$ cat src/lml_pkg.sv
/*
  Constants, field positions, timing counts and types for the line
  maintenance and loopback control block.
  Assumes a single 20 MHz clock and a simple strobe register port.
*/
package lml_pkg;

  localparam int DATA_W = 16;
  localparam int ADDR_W = 3;
  localparam int SEL_W  = 4;

  // Register addresses on the plain register port
  localparam logic [ADDR_W-1:0] ADDR_LINE_CONTROL_SYNC_MAINTENANCE   = 3'h0;
  localparam logic [ADDR_W-1:0] ADDR_LINE_CONTROL_ASYNC_MAINTENANCE  = 3'h1;
  localparam logic [ADDR_W-1:0] ADDR_SCAN_CSR   = 3'h2;
  localparam logic [ADDR_W-1:0] ADDR_IRQ_STATUS = 3'h3;
  localparam logic [ADDR_W-1:0] ADDR_IRQ_MASK   = 3'h4;

  // Line control register, synchronous card layout
  localparam int LCR_BRANCH_A = 0;
  localparam int LCR_BRANCH_B = 1;
  localparam int LCR_WINDOW   = 7;
  localparam int LCR_MCLK     = 8;
  localparam int LCR_TXDIS    = 9;
  localparam int LCR_MODE_LO  = 11;
  localparam int LCR_LINE_BIT = 13;
  localparam int LCR_MDATA    = 14;
  localparam int LCR_STROBE   = 15;

  // Line control register, asynchronous card layout
  localparam int ALCR_SEL_LO  = 9;
  localparam int ALCR_INT     = 11;
  localparam logic [1:0] ALCR_SEL_MAINT = 2'h3;

  // Scanner control and status register
  localparam int CSR_LINE_LO  = 0;
  localparam int CSR_DONE     = 7;
  localparam int CSR_STEP     = 8;
  localparam int CSR_FORCE    = 9;
  localparam int CSR_CLRSCAN  = 11;

  // Interrupt status and mask layout
  localparam int IRQ_W            = 4;
  localparam int IRQ_STEP_END     = 0;
  localparam int IRQ_DONE         = 1;
  localparam int IRQ_SYNC_STROBE  = 2;
  localparam int IRQ_ASYNC_STROBE = 3;
  localparam logic [IRQ_W-1:0] IRQ_MASK_RST = 4'h0;

  // Reset values
  localparam logic [1:0]  BRANCH_RST = 2'h3;
  localparam logic [15:0] RDATA_RST  = 16'h0000;

  // Step timing: nominal 1.2 us at the 20 MHz reference clock
  localparam int CLK_HZ       = 20_000_000;
  localparam int STEP_TIME_NS = 1200;
  localparam int STEP_CYCLES_RAW = (STEP_TIME_NS * (CLK_HZ / 1_000_000)) / 1000;
  localparam int STEP_CYCLES  = (STEP_CYCLES_RAW < 1) ? 1 : STEP_CYCLES_RAW;
  localparam int STEP_CNT_W   = 6;

  typedef enum logic [1:0] {
    MODE_NORMAL = 2'b00,
    MODE_INT    = 2'b01,
    MODE_EXT    = 2'b10,
    MODE_SYSTST = 2'b11
  } lml_mode_t;

  typedef enum logic {
    SCAN_IDLE = 1'b0,
    SCAN_STEP = 1'b1
  } lml_scan_t;

endpackage

$ cat src/lml_maint_ctrl.sv
/*
  Maintenance and loopback control for a multi-line communications
  multiplexer: sync line control, async loopback and scanner maintenance.
  Assumes all inputs except line_rx_pin come from logic on ref_clk;
  line select is held by an outside register.

*/
// Chosen here: the strobed register port and the placing of the registers.
module lml_maint_ctrl #(
  parameter int NUM_LINES = 16,
  parameter int STATUS_W  = 4
) (
  input  wire logic                            ref_clk,
  input  wire logic                            rst,
  input  wire logic                            ce,
  input  wire logic [lml_pkg::ADDR_W-1:0]      addr,
  input  wire logic [lml_pkg::DATA_W-1:0]      wdata,
  input  wire logic                            wr_stb,
  input  wire logic                            rd_stb,
  output logic      [lml_pkg::DATA_W-1:0]      rdata,
  output logic                                 irq,
  input  wire logic                            sys_init,
  input  wire logic                            branch_a_taken,
  input  wire logic                            branch_b_taken,
  input  wire logic [lml_pkg::SEL_W-1:0]       line_select,
  input  wire logic [NUM_LINES-1:0]            line_tx_out,
  input  wire logic [NUM_LINES-1:0]            line_rx_pin,
  input  wire logic [NUM_LINES-1:0]            modem_enabled,
  input  wire logic [NUM_LINES*STATUS_W-1:0]   modem_status_in,
  input  wire logic [NUM_LINES-1:0]            status_transition,
  output logic      [NUM_LINES*STATUS_W-1:0]   modem_status_out,
  output logic      [NUM_LINES-1:0]            receiver_in,
  output logic      [NUM_LINES-1:0]            tx_line_enable,
  output logic      [NUM_LINES-1:0]            rx_line_enable,
  output logic      [NUM_LINES-1:0]            dsb_remote_enable,
  output logic      [NUM_LINES-1:0]            maint_clk_pulse,
  output logic      [NUM_LINES-1:0]            line_aux_bit,
  output logic      [2*NUM_LINES-1:0]          line_mode
);
  import lml_pkg::*;

  localparam int NUM_GRP = NUM_LINES / 4;

  // Elaboration checks: group decode needs whole groups of four lines
  // inside the 4-bit select, so counts that are not a multiple of four would alias groups
  if (NUM_LINES < 4 || NUM_LINES > 16 || (NUM_LINES % 4) != 0) begin : g_bad_lines
    $error("NUM_LINES must be 4, 8, 12 or 16");
  end
  if (STATUS_W < 1) begin : g_bad_status
    $error("STATUS_W must be at least 1");
  end

  function automatic logic [1:0] group_of(input logic [SEL_W-1:0] line);
    group_of = line[3:2];
  endfunction

  function automatic logic is_int_mode(input logic [1:0] mode);
    is_int_mode = (mode == MODE_INT);
  endfunction

  // Group state
  logic [NUM_GRP-1:0][1:0] mode_reg,  mode_next;
  logic [NUM_GRP-1:0]      txdis_reg, txdis_next;
  logic [NUM_GRP-1:0]      mdata_reg, mdata_next;
  // Per line state
  logic [NUM_LINES-1:0]    aux_reg,   aux_next;
  logic [NUM_LINES-1:0]    aint_reg,  aint_next;
  logic [NUM_LINES-1:0]    rx_meta_reg;
  logic [NUM_LINES-1:0]    rx_sync_reg;
  logic [NUM_LINES-1:0]    recv_reg,  recv_next;
  logic [NUM_LINES-1:0]    txen_reg,  txen_next;
  logic [NUM_LINES-1:0]    rxen_reg,  rxen_next;
  logic [NUM_LINES-1:0]    mclk_reg,  mclk_next;
  logic [NUM_LINES*STATUS_W-1:0] mstat_reg, mstat_next;
  // Register file state
  logic [1:0]              branch_reg,  branch_next;
  logic [1:0]              asel_reg,    asel_next;
  logic [SEL_W-1:0]        scan_line_reg, scan_line_next;
  logic                    done_reg,    done_next;
  logic                    force_reg,   force_next;
  lml_scan_t               scan_reg,    scan_next;
  logic [STEP_CNT_W-1:0]   step_cnt_reg, step_cnt_next;
  logic [IRQ_W-1:0]        irq_stat_reg, irq_stat_next;
  logic [IRQ_W-1:0]        irq_mask_reg, irq_mask_next;
  logic [DATA_W-1:0]       rdata_reg,   rdata_next;

  logic                    sel_ok;
  logic [1:0]              sel_grp;
  logic                    window_bit;
  logic                    wr_sync;
  logic                    wr_async;
  logic                    wr_csr;
  logic [IRQ_W-1:0]        irq_evt;
  logic [SEL_W-1:0]        step_line;

  assign sel_ok  = ({28'h0000000, line_select} < NUM_LINES);
  assign sel_grp = group_of(line_select);
  assign wr_sync  = wr_stb && (addr == ADDR_LINE_CONTROL_SYNC_MAINTENANCE);
  assign wr_async = wr_stb && (addr == ADDR_LINE_CONTROL_ASYNC_MAINTENANCE);
  assign wr_csr   = wr_stb && (addr == ADDR_SCAN_CSR);
  assign step_line = scan_line_reg + 4'h1;

  // Observation window on the selected line's input
  always_comb begin
    window_bit = 1'b0;
    if (sel_ok) begin
      if (!txdis_reg[sel_grp]) begin
        window_bit = line_tx_out[line_select];
      end else if (is_int_mode(mode_reg[sel_grp])) begin
        window_bit = mdata_reg[sel_grp];
      end else begin
        window_bit = rx_sync_reg[line_select];
      end
    end
  end

  // Line control: group and per-line storage
  always_comb begin
    mode_next  = mode_reg;
    txdis_next = txdis_reg;
    mdata_next = mdata_reg;
    aux_next   = aux_reg;
    aint_next  = aint_reg;
    asel_next  = asel_reg;
    mclk_next  = '0;
    if (sys_init) begin
      mode_next  = '0;
      txdis_next = '0;
      mdata_next = '0;
      asel_next  = '0;
      aint_next  = '0;
    end else begin
      if (wr_sync && wdata[LCR_STROBE] && sel_ok) begin
        mode_next[sel_grp]  = wdata[LCR_MODE_LO +: 2];
        txdis_next[sel_grp] = wdata[LCR_TXDIS];
        mdata_next[sel_grp] = wdata[LCR_MDATA];
        aux_next[line_select] = wdata[LCR_LINE_BIT];
      end
      if (wr_sync && wdata[LCR_MCLK]) begin
        // one bit per mode 01 line
        for (int i = 0; i < NUM_LINES; i++) begin
          mclk_next[i] = is_int_mode(mode_reg[i/4]);
        end
      end
      if (wr_async) begin
        asel_next = wdata[ALCR_SEL_LO +: 2];
        if (wdata[LCR_STROBE] && sel_ok && wdata[ALCR_SEL_LO +: 2] == ALCR_SEL_MAINT) begin
          aint_next[line_select] = wdata[ALCR_INT];
        end
      end
    end
  end

  // Line path outputs, registered
  always_comb begin
    for (int i = 0; i < NUM_LINES; i++) begin
      recv_next[i] = rx_sync_reg[i];
      txen_next[i] = !txdis_reg[i/4];
      rxen_next[i] = 1'b1;
      if (aint_reg[i]) begin
        recv_next[i] = line_tx_out[i];
        txen_next[i] = 1'b0;
        rxen_next[i] = 1'b0;
      end else if (is_int_mode(mode_reg[i/4])) begin
        recv_next[i] = txdis_reg[i/4] ? mdata_reg[i/4] : line_tx_out[i];
      end
    end
    for (int i = 0; i < NUM_LINES; i++) begin
      mstat_next[i*STATUS_W +: STATUS_W] = modem_status_in[i*STATUS_W +: STATUS_W]
        | {STATUS_W{force_reg && modem_enabled[i]}};
    end
  end

  // Scanner step machine, branch flags, interrupts and read port
  always_comb begin
    scan_next      = scan_reg;
    step_cnt_next  = step_cnt_reg;
    scan_line_next = scan_line_reg;
    done_next      = done_reg;
    force_next     = force_reg;
    irq_evt        = '0;
    irq_mask_next  = irq_mask_reg;
    rdata_next     = '0;
    branch_next[0] = !branch_a_taken;
    branch_next[1] = !branch_b_taken;

    case (scan_reg)
      SCAN_IDLE: begin
        if (wr_csr && wdata[CSR_STEP] && !sys_init) begin
          scan_next     = SCAN_STEP;
          step_cnt_next = STEP_CNT_W'(STEP_CYCLES - 1);
        end
      end
      SCAN_STEP: begin
        if (sys_init) begin
          scan_next = SCAN_IDLE;
        end else if (step_cnt_reg == '0) begin
          scan_next      = SCAN_IDLE;
          scan_line_next = step_line;
          irq_evt[IRQ_STEP_END] = 1'b1;
          if ({28'h0000000, step_line} < NUM_LINES && status_transition[step_line]) begin
            done_next = 1'b1;
            irq_evt[IRQ_DONE] = 1'b1;
          end
        end else begin
          step_cnt_next = step_cnt_reg - 6'h01;
        end
      end
      default: begin
        scan_next = SCAN_IDLE;
      end
    endcase

    if (wr_csr) begin
      force_next = wdata[CSR_FORCE];
    end
    if (sys_init || (wr_csr && wdata[CSR_CLRSCAN])) begin
      force_next     = 1'b0;
      scan_line_next = '0;
      if (!irq_evt[IRQ_DONE]) begin
        done_next = 1'b0;
      end
    end

    irq_evt[IRQ_SYNC_STROBE]  = wr_sync && wdata[LCR_STROBE] && !sys_init;
    irq_evt[IRQ_ASYNC_STROBE] = wr_async && wdata[LCR_STROBE] && !sys_init;
    if (wr_stb && addr == ADDR_IRQ_MASK) begin
      irq_mask_next = wdata[IRQ_W-1:0];
    end
    // Read clears, but an event in the same cycle survives
    irq_stat_next = irq_stat_reg | irq_evt;
    if (rd_stb && addr == ADDR_IRQ_STATUS) begin
      irq_stat_next = irq_evt;
    end

    if (rd_stb) begin
      case (addr)
        ADDR_LINE_CONTROL_SYNC_MAINTENANCE: begin
          rdata_next[LCR_BRANCH_B:LCR_BRANCH_A] = branch_reg;
          rdata_next[LCR_WINDOW] = window_bit;
        end
        ADDR_LINE_CONTROL_ASYNC_MAINTENANCE: begin
          rdata_next[LCR_BRANCH_B:LCR_BRANCH_A] = branch_reg;
        end
        ADDR_SCAN_CSR: begin
          rdata_next[CSR_LINE_LO +: SEL_W] = scan_line_reg;
          rdata_next[CSR_DONE]  = done_reg;
          rdata_next[CSR_FORCE] = force_reg;
        end
        ADDR_IRQ_STATUS: begin
          rdata_next[IRQ_W-1:0] = irq_stat_reg;
        end
        ADDR_IRQ_MASK: begin
          rdata_next[IRQ_W-1:0] = irq_mask_reg;
        end
        default: begin
          rdata_next = '0;
        end
      endcase
    end
  end

  always_ff @(posedge ref_clk) begin
    if (rst) begin
      mode_reg      <= '0;
      txdis_reg     <= '0;
      mdata_reg     <= '0;
      aux_reg       <= '0;
      aint_reg      <= '0;
      asel_reg      <= '0;
      mclk_reg      <= '0;
      rx_meta_reg   <= '0;
      rx_sync_reg   <= '0;
      recv_reg      <= '0;
      txen_reg      <= '0;
      rxen_reg      <= '0;
      mstat_reg     <= '0;
      branch_reg    <= BRANCH_RST;
      scan_reg      <= SCAN_IDLE;
      step_cnt_reg  <= '0;
      scan_line_reg <= '0;
      done_reg      <= 1'b0;
      force_reg     <= 1'b0;
      irq_stat_reg  <= '0;
      irq_mask_reg  <= IRQ_MASK_RST;
      rdata_reg     <= RDATA_RST;
    end else if (ce) begin
      mode_reg      <= mode_next;
      txdis_reg     <= txdis_next;
      mdata_reg     <= mdata_next;
      aux_reg       <= aux_next;
      aint_reg      <= aint_next;
      asel_reg      <= asel_next;
      mclk_reg      <= mclk_next;
      rx_meta_reg   <= line_rx_pin;
      rx_sync_reg   <= rx_meta_reg;
      recv_reg      <= recv_next;
      txen_reg      <= txen_next;
      rxen_reg      <= rxen_next;
      mstat_reg     <= mstat_next;
      branch_reg    <= branch_next;
      scan_reg      <= scan_next;
      step_cnt_reg  <= step_cnt_next;
      scan_line_reg <= scan_line_next;
      done_reg      <= done_next;
      force_reg     <= force_next;
      irq_stat_reg  <= irq_stat_next;
      irq_mask_reg  <= irq_mask_next;
      rdata_reg     <= rdata_next;
    end
  end

  assign rdata             = rdata_reg;
  assign irq               = |(irq_stat_reg & irq_mask_reg);
  assign receiver_in       = recv_reg;
  assign tx_line_enable    = txen_reg;
  assign rx_line_enable    = rxen_reg;
  assign dsb_remote_enable = rxen_reg;
  assign maint_clk_pulse   = mclk_reg;
  assign line_aux_bit      = aux_reg;
  assign modem_status_out  = mstat_reg;

  generate
    for (genvar g = 0; g < NUM_LINES; g++) begin : g_mode
      assign line_mode[2*g +: 2] = mode_reg[g/4];
    end
  endgenerate

endmodule

$ cat config.mk
export PLATFORM = sky130hd
export DESIGN_NAME = lml_maint_ctrl
export DESIGN_NICKNAME = d
export VERILOG_FILES = /design/src/lml_pkg.sv /design/src/lml_maint_ctrl.sv
export SDC_FILE = /design/constraint.sdc
export NUM_CORES = 1
export LEC_CHECK = 0
export BUFFER_PORTS_ARGS = -buffer_cell sky130_fd_sc_hd__buf_2
export CAP_MARGIN = 0
export CORE_ASPECT_RATIO = 0.5
export CORE_MARGIN = 2
export CORE_UTILIZATION = 45
export CTS_CLUSTER_SIZE = 20
export DETAILED_ROUTE_END_ITERATION = 6
export PLACE_DENSITY_LB_ADDON = 0.08
export SETUP_SLACK_MARGIN = 0.02
export SYNTH_ARGS = -nofsm -noshare
export SYNTH_HDL_FRONTEND = slang
export SYNTH_SLANG_ARGS = --single-unit
$ cat constraint.sdc
create_clock -name ref_clk -period 1.6 [get_ports ref_clk]
set_input_delay 0.32 -clock ref_clk [delete_from_list [all_inputs] [get_ports ref_clk]]
set_output_delay 0.32 -clock ref_clk [all_outputs]
set_load 0.005 [all_outputs]
== After elaboration in Yosys (flattened, before gate mapping) ==
Cells that the tools add are included.

* Output and inout port bits: 209
* Register bits: 247
* Input port bits: 159
* Word-level logic and storage cells: 268

* $add $sub $neg: 2
* Multiplexer cells: 146
* Eq/ne operators: 14
* Reductions and logical operators: 57
* Bitwise logic cells: 20
* Magnitude comparators: 5

{| class="wikitable"
|+ Operators by type and width
! cell !! number
|-
| 2-to-1 mux 1 bit || 102
|-
| 2-to-1 mux 16 bit || 5
|-
| OR 4 bit || 17
|-
| 2-to-1 mux 4 bit || 9
|-
| bitwise mux 16 bit || 2
|-
| logical AND 1 bit || 32
|-
| 2-to-1 mux 6 bit || 3
|-
| 2-to-1 mux 8 bit || 2
|-
| binary-select mux 1 bit (select 4 bit) || 3
|-
| one-hot mux 6 bit (2 select lines) || 1
|-
| nonzero test 2 bit || 6
|-
| == test 2 x 1 -> 1 bit, second input constant || 5
|-
| less-than comparator 4 x 5 -> 1 bit, second input constant || 2
|-
| 2-to-1 mux 10 bit || 1
|-
| 2-to-1 mux 2 bit || 5
|-
| bitwise mux 4 bit || 2
|-
| bitwise mux 8 bit || 1
|-
| one-hot mux 2 bit (4 select lines) || 1
|-
| AND reduction 4 bit || 2
|-
| zero test 1 bit || 7
|-
| == test 3 x 2 -> 1 bit, second input constant || 2
|-
| zero test 6 bit || 1
|-
| != test 2 bit, second input constant || 3
|-
| one-hot mux 2 bit (3 select lines) || 1
|-
| other kinds (23) || 29
|}

== Depth between registers and ports, before layout ==
* Word-level depth: 9
* Mapped depth: 8
* Depth with buffers taken out: 7

== Worst setup path before layout ==
No wires, ideal clock.

* Path type: reg2reg
* Start point: reg scan_line_reg[0]
* End point: reg done_reg
* Clock period less this slack: 1.709 ns
* Stages on the path, launching flop included: 6
* Arrival: 1.577 ns
* Required time: 1.468 ns
* Slack: -0.109 ns
* Path through: dfxtp_1 -> buf_4 -> mux4_2 -> mux4_2 -> nand3_1 -> a21oi_1

* Longest elaborated chain between the ends: 9
* Elaborated cells on any way between the ends: 13

{| class="wikitable"
|+ RTL lines
! what !! RTL line !! source
|-
| start, declared || lml_maint_ctrl.sv:78 || <nowiki>logic [SEL_W-1:0] scan_line_reg, scan_line_next;</nowiki>
|-
| start signal, assigned || lml_maint_ctrl.sv:304 || <nowiki>scan_line_reg <= scan_line_next;</nowiki>
|-
| adder 4 x 1 -> 4 bit * || lml_maint_ctrl.sv:101 || <nowiki>assign step_line = scan_line_reg + 4'h1;</nowiki>
|-
| binary-select mux 1 bit (select 4 bit) * || lml_maint_ctrl.sv:201 || <nowiki>if ({28'h0000000, step_line} < NUM_LINES && status_transition[step_line]) begin</nowiki>
|-
| 2-to-1 mux 1 bit (not written as such) * || lml_maint_ctrl.sv:201 ||
|-
| 2-to-1 mux 1 bit || lml_maint_ctrl.sv:201 ||
|-
| 2-to-1 mux 1 bit or 2-to-1 mux 2 bit (tied branches) || lml_maint_ctrl.sv:197 || <nowiki>end else if (step_cnt_reg == '0) begin</nowiki>
|-
| 2-to-1 mux 1 bit or 2-to-1 mux 2 bit (tied branches) || lml_maint_ctrl.sv:195 || <nowiki>if (sys_init) begin</nowiki>
|-
| 2-to-1 mux 1 bit or 2-to-1 mux 2 bit (tied branches) || lml_maint_ctrl.sv:187 || <nowiki>case (scan_reg)</nowiki>
|-
| 2-to-1 mux 1 bit || lml_maint_ctrl.sv:220 || <nowiki>if (!irq_evt[IRQ_DONE]) begin</nowiki>
|-
| 2-to-1 mux 1 bit * || lml_maint_ctrl.sv:217 || <nowiki>if (sys_init || (wr_csr && wdata[CSR_CLRSCAN])) begin</nowiki>
|-
| end signal, assigned || lml_maint_ctrl.sv:305 || <nowiki>done_reg <= done_next;</nowiki>
|-
| end, declared || lml_maint_ctrl.sv:79 || <nowiki>logic done_reg, done_next;</nowiki>
|}

Mark *: on every way between the ends. The rest lies on a longest branch, timed or not. The select of a mux whose other input is x is not followed.
A chain may end at the register's enable or synchronous reset.

== Worst setup path after layout ==
* Start point: reg scan_line_reg[0]
* End point: reg irq_stat_reg[1]

* Longest elaborated chain between the ends: 9

{| class="wikitable"
|+ RTL lines
! what !! RTL line !! source
|-
| adder 4 x 1 -> 4 bit * || lml_maint_ctrl.sv:101 ||
|-
| binary-select mux 1 bit (select 4 bit) * || lml_maint_ctrl.sv:201 ||
|-
| 2-to-1 mux 1 bit (not written as such) * || lml_maint_ctrl.sv:201 ||
|-
| 2-to-1 mux 1 bit * || lml_maint_ctrl.sv:201 ||
|-
| 2-to-1 mux 2 bit * || lml_maint_ctrl.sv:197 ||
|-
| 2-to-1 mux 2 bit * || lml_maint_ctrl.sv:195 ||
|-
| 2-to-1 mux 2 bit * || lml_maint_ctrl.sv:187 ||
|-
| OR 4 bit || lml_maint_ctrl.sv:231 || <nowiki>irq_stat_next = irq_stat_reg | irq_evt;</nowiki>
|-
| 2-to-1 mux 4 bit * || lml_maint_ctrl.sv:232 || <nowiki>if (rd_stb && addr == ADDR_IRQ_STATUS) begin</nowiki>
|-
| end signal, assigned || lml_maint_ctrl.sv:307 || <nowiki>irq_stat_reg <= irq_stat_next;</nowiki>
|-
| end, declared || lml_maint_ctrl.sv:83 || <nowiki>logic [IRQ_W-1:0] irq_stat_reg, irq_stat_next;</nowiki>
|}

Marks and branches as above.

==> impl_results.md <==
- Via count: 9795
- Logic pwr share: 11.2%
- First-pass GRT wire length: 47200 um
- Initial detailed-routing violation count: 716
- Ys Warns: 0
- I/O Buffers: 353
- Worst-Skew Late Latency: 0.52 ns
- Worst Path Class, Setup: reg2reg
- Flip-flop count of the largest register after layout: 64
- Commonest non-fill, non-tap cell in the layout: buf_2
- DR pass1 iterations: 5
- Yosys reg bits: 225
- Synth top area cells: dfxtp_1, nor2_1, a21oi_1
- Crit-path slowest cell: mux4_2
- Most frequent CP cell: mux4_2
- Die area: 23800 um2
- CP required: 1.99 ns
- Final period demand of the worst path: 1.81 ns
- Largest net degree at the start of global routing: 140
- Post-Syn Area: 10100 um2
- Pleak: 5.95 nW
- Final net count: 1688
- Fin Clk Skew: 0.0110 ns
- Pint: 9.53 mW
- CTS tree: done
- DRC viols: 0
- Top-level I/O count: 368
- Top cell type by total area after synthesis: dfxtp_1
- Switching power: 3.11 mW
- Die Y-Extent: 110 um
- Arr. time, crit path: 2.19 ns
- Grt ovf: 0
- Setup-failing EPs final: 2
- Clock Power Share: 41.7%
- Flop pwr share: 47.1%
- Cts bufs inserted: 22
- Setup slack after layout: -0.206 ns
- CP Max Fanout: 8
- Gate Count Post-Synth: 1193
- Critical path endpoint category: register
- Max-Cap Viols: 0
- RD Place Congestion: 0.920
- Synth top area share: 44.5%
- Die width: 216 um
- Endpoints failing hold: 0
- Main flop type after synthesis: dfxtp_1
- Peak supply drop: 0.646 mV
- CP peak stage delay: 0.53 ns
- Ys async rst share: 0%
- Vias/cell: 5.32
- Register area share after synthesis: 44.5%
- CTS clock-pin slew for the worst setup and hold paths: 0.07 ns
- Worst hold path type: in2reg
- Max Slew Vio Count: 0
- Initial core utilization: 46.3%
- Routed wire length: 31500 um
- Failing checks: setup timing
- Fillers: 1991
- Antenna cells: 0
- Sw frac: 24.6%
- Layout Area Growth over Synthesis: 29.9%
- Vias in the first global route: 8832
- Avg Synthesized Cell Area: 8.49 um2
- FP Rows: 38
- # hold bufs at CTS: 0
- CTS sink cnt: 225
- R2R setup slack: -0.21 ns
- Clock Path Buffers: 3
- Total power: 12.6 mW
- CORE AREA: 21900 um2
- Number of unique standard cell types used by synthesis: 60
- CTS root buffer: clkbuf_16
- Most frequent cells in the layout: buf_2, nor2_1, dfxtp_1, a21oi_1, buf_4
- Pwr Density: 961 nW/um2
- Max Fclk: 554 MHz
- RSZ-0062 raised after global routing: true
- Status: finished with violations
- Worst slew margin: 60.3%
- Initial antenna violation count: 0
- ANT nets after route: 0
- Post-synth EDFFs: 0
- CP startpoint kind: register
- Hold WS: 0.0383 ns
- Overall Global Routing Usage: 24.8%
- Worst-path cell chain: ha_4 -> mux4_2 -> mux4_2 -> nand3_2 -> a21oi_1
- H-tree depth: 1
- DR WL/cell: 17.1 um
- Ratio of cells with drive above 1 in the final layout: 34.2%
- HPWL after detailed placement: 23200 um
- Fin crit share: 113%
- Tightest Pin Transition: 0.595 ns
[per-layer routing]
| metal | vias up | global-route usage (%) | share of wire, % | routed length (um) |
|---|---|---|---|---|
| li1 | 4836 | - | - | - |
| met1 | 4636 | 34.9 | 47 | 14700 |
| met2 | 281 | 40.2 | 46 | 14400 |
| met3 | 42 | 4.14 | 5.6 | 1780 |
| met4 | 0 | 5.58 | 1.7 | 547 |
| met5 | - | 0 | 0 | 0 |
[kinds of logic (layout without fill, tap and decap cells)]
kind of cell / count (synthesis) / in the layout / synth area share [%]
adder cells (fa/ha/maj): 3 / 3 / 0.371
buffers and inverters: 159 / 498 / 8.55
XOR/XNOR: 2 / 2 / 0.173
multiplexers: 68 / 68 / 8.21
AO/OA/AOI/OAI: 337 / 337 / 20.7
other: 1 / 10 / 0.0370
AND/OR/NAND/NOR: 398 / 398 / 17.5
flip-flops: 225 / 225 / 44.5
[timing repair]
action	in CTS	in global routing
gates resized for setup	7	16
setup buffers	2	3
pin swaps	3	6
cloned	0	0
endpoints found under the setup margin	18	25
[cells in the mapped netlist (all sizes together), types with 10 or more instances]
cell    number
nor2       243
nand3       27
mux4        11
nor3        10
nor2b       12
nand2b      14
a211oi      68
a22oi       37
mux2i       52
o21ai       36
dfxtp      225
nand2       57
o221ai      13
buf         93
a21oi      152
clkbuf      58
[final cells by class]
| type | count | area (um2) | share of cell area, % |
|---|---|---|---|
| Timing Repair Buffer | 451 | 2630 | 20.0 |
| Clock inverter | 5 | 77.6 | 0.590 |
| Tap cell | 300 | 375 | 2.85 |
| Clock buffer | 34 | 637 | 4.84 |
| Multi-Input combinational cell | 818 | 4880 | 37.1 |
| Inverter | 8 | 32.5 | 0.247 |
| Sequential cell | 225 | 4520 | 34.4 |
[stage by stage]
stage / cell area (um2) / worst slack, ns / instances / utilization (%) / TNS [ns]
global route: 13200 / -0.237 / 1841 / 60.2 / -0.738
finish: 13200 / -0.206 / 1841 / 60.2 / -0.397
detailed placement: 12300 / -0.228 / 1797 / 56.3 / -2.47
global placement: 12300 / -0.250 / 1797 / 56.3 / -1.31
floorplan: 10200 / -0.0856 / 1202 / - / -0.171
CTS: 13100 / -0.208 / 1838 / 59.7 / -0.433
[worst paths after layout]
check                   startpoint         endpoint  cells after the start
setup / recovery  scan_line_reg[0]  irq_stat_reg[1]                      5
hold / removal      line_rx_pin[8]   rx_meta_reg[8]                      3
setup reg to reg  scan_line_reg[0]  irq_stat_reg[1]                      5
hold reg to reg    line_aux_bit[5]  line_aux_bit[5]                      2
[worst max-delay path: cells and delay by family (launching register included)]
kind	cells	cell delay [ns]
DFF	1	0.39
AOI/OAI and AO/OA	1	0.07
adders and majority gates	1	0.31
muxes	2	0.82
and+or+nand+nor	1	0.09
[power groups by stage]
stage | Combinational (mW) | Sequential [mW] | Clock [mW]
6_report | 1.42 | 5.95 | 5.27
5_1_grt | 1.57 | 5.97 | 5.62
4_1_cts | 1.42 | 5.95 | 5.39
3_5_place_dp | 1.41 | 6.08 | 0
3_3_place_gp | 1.39 | 6.07 | 0
2_1_floorplan | 0.752 | 6.08 | 0
(Power assumes the default switching activity.)
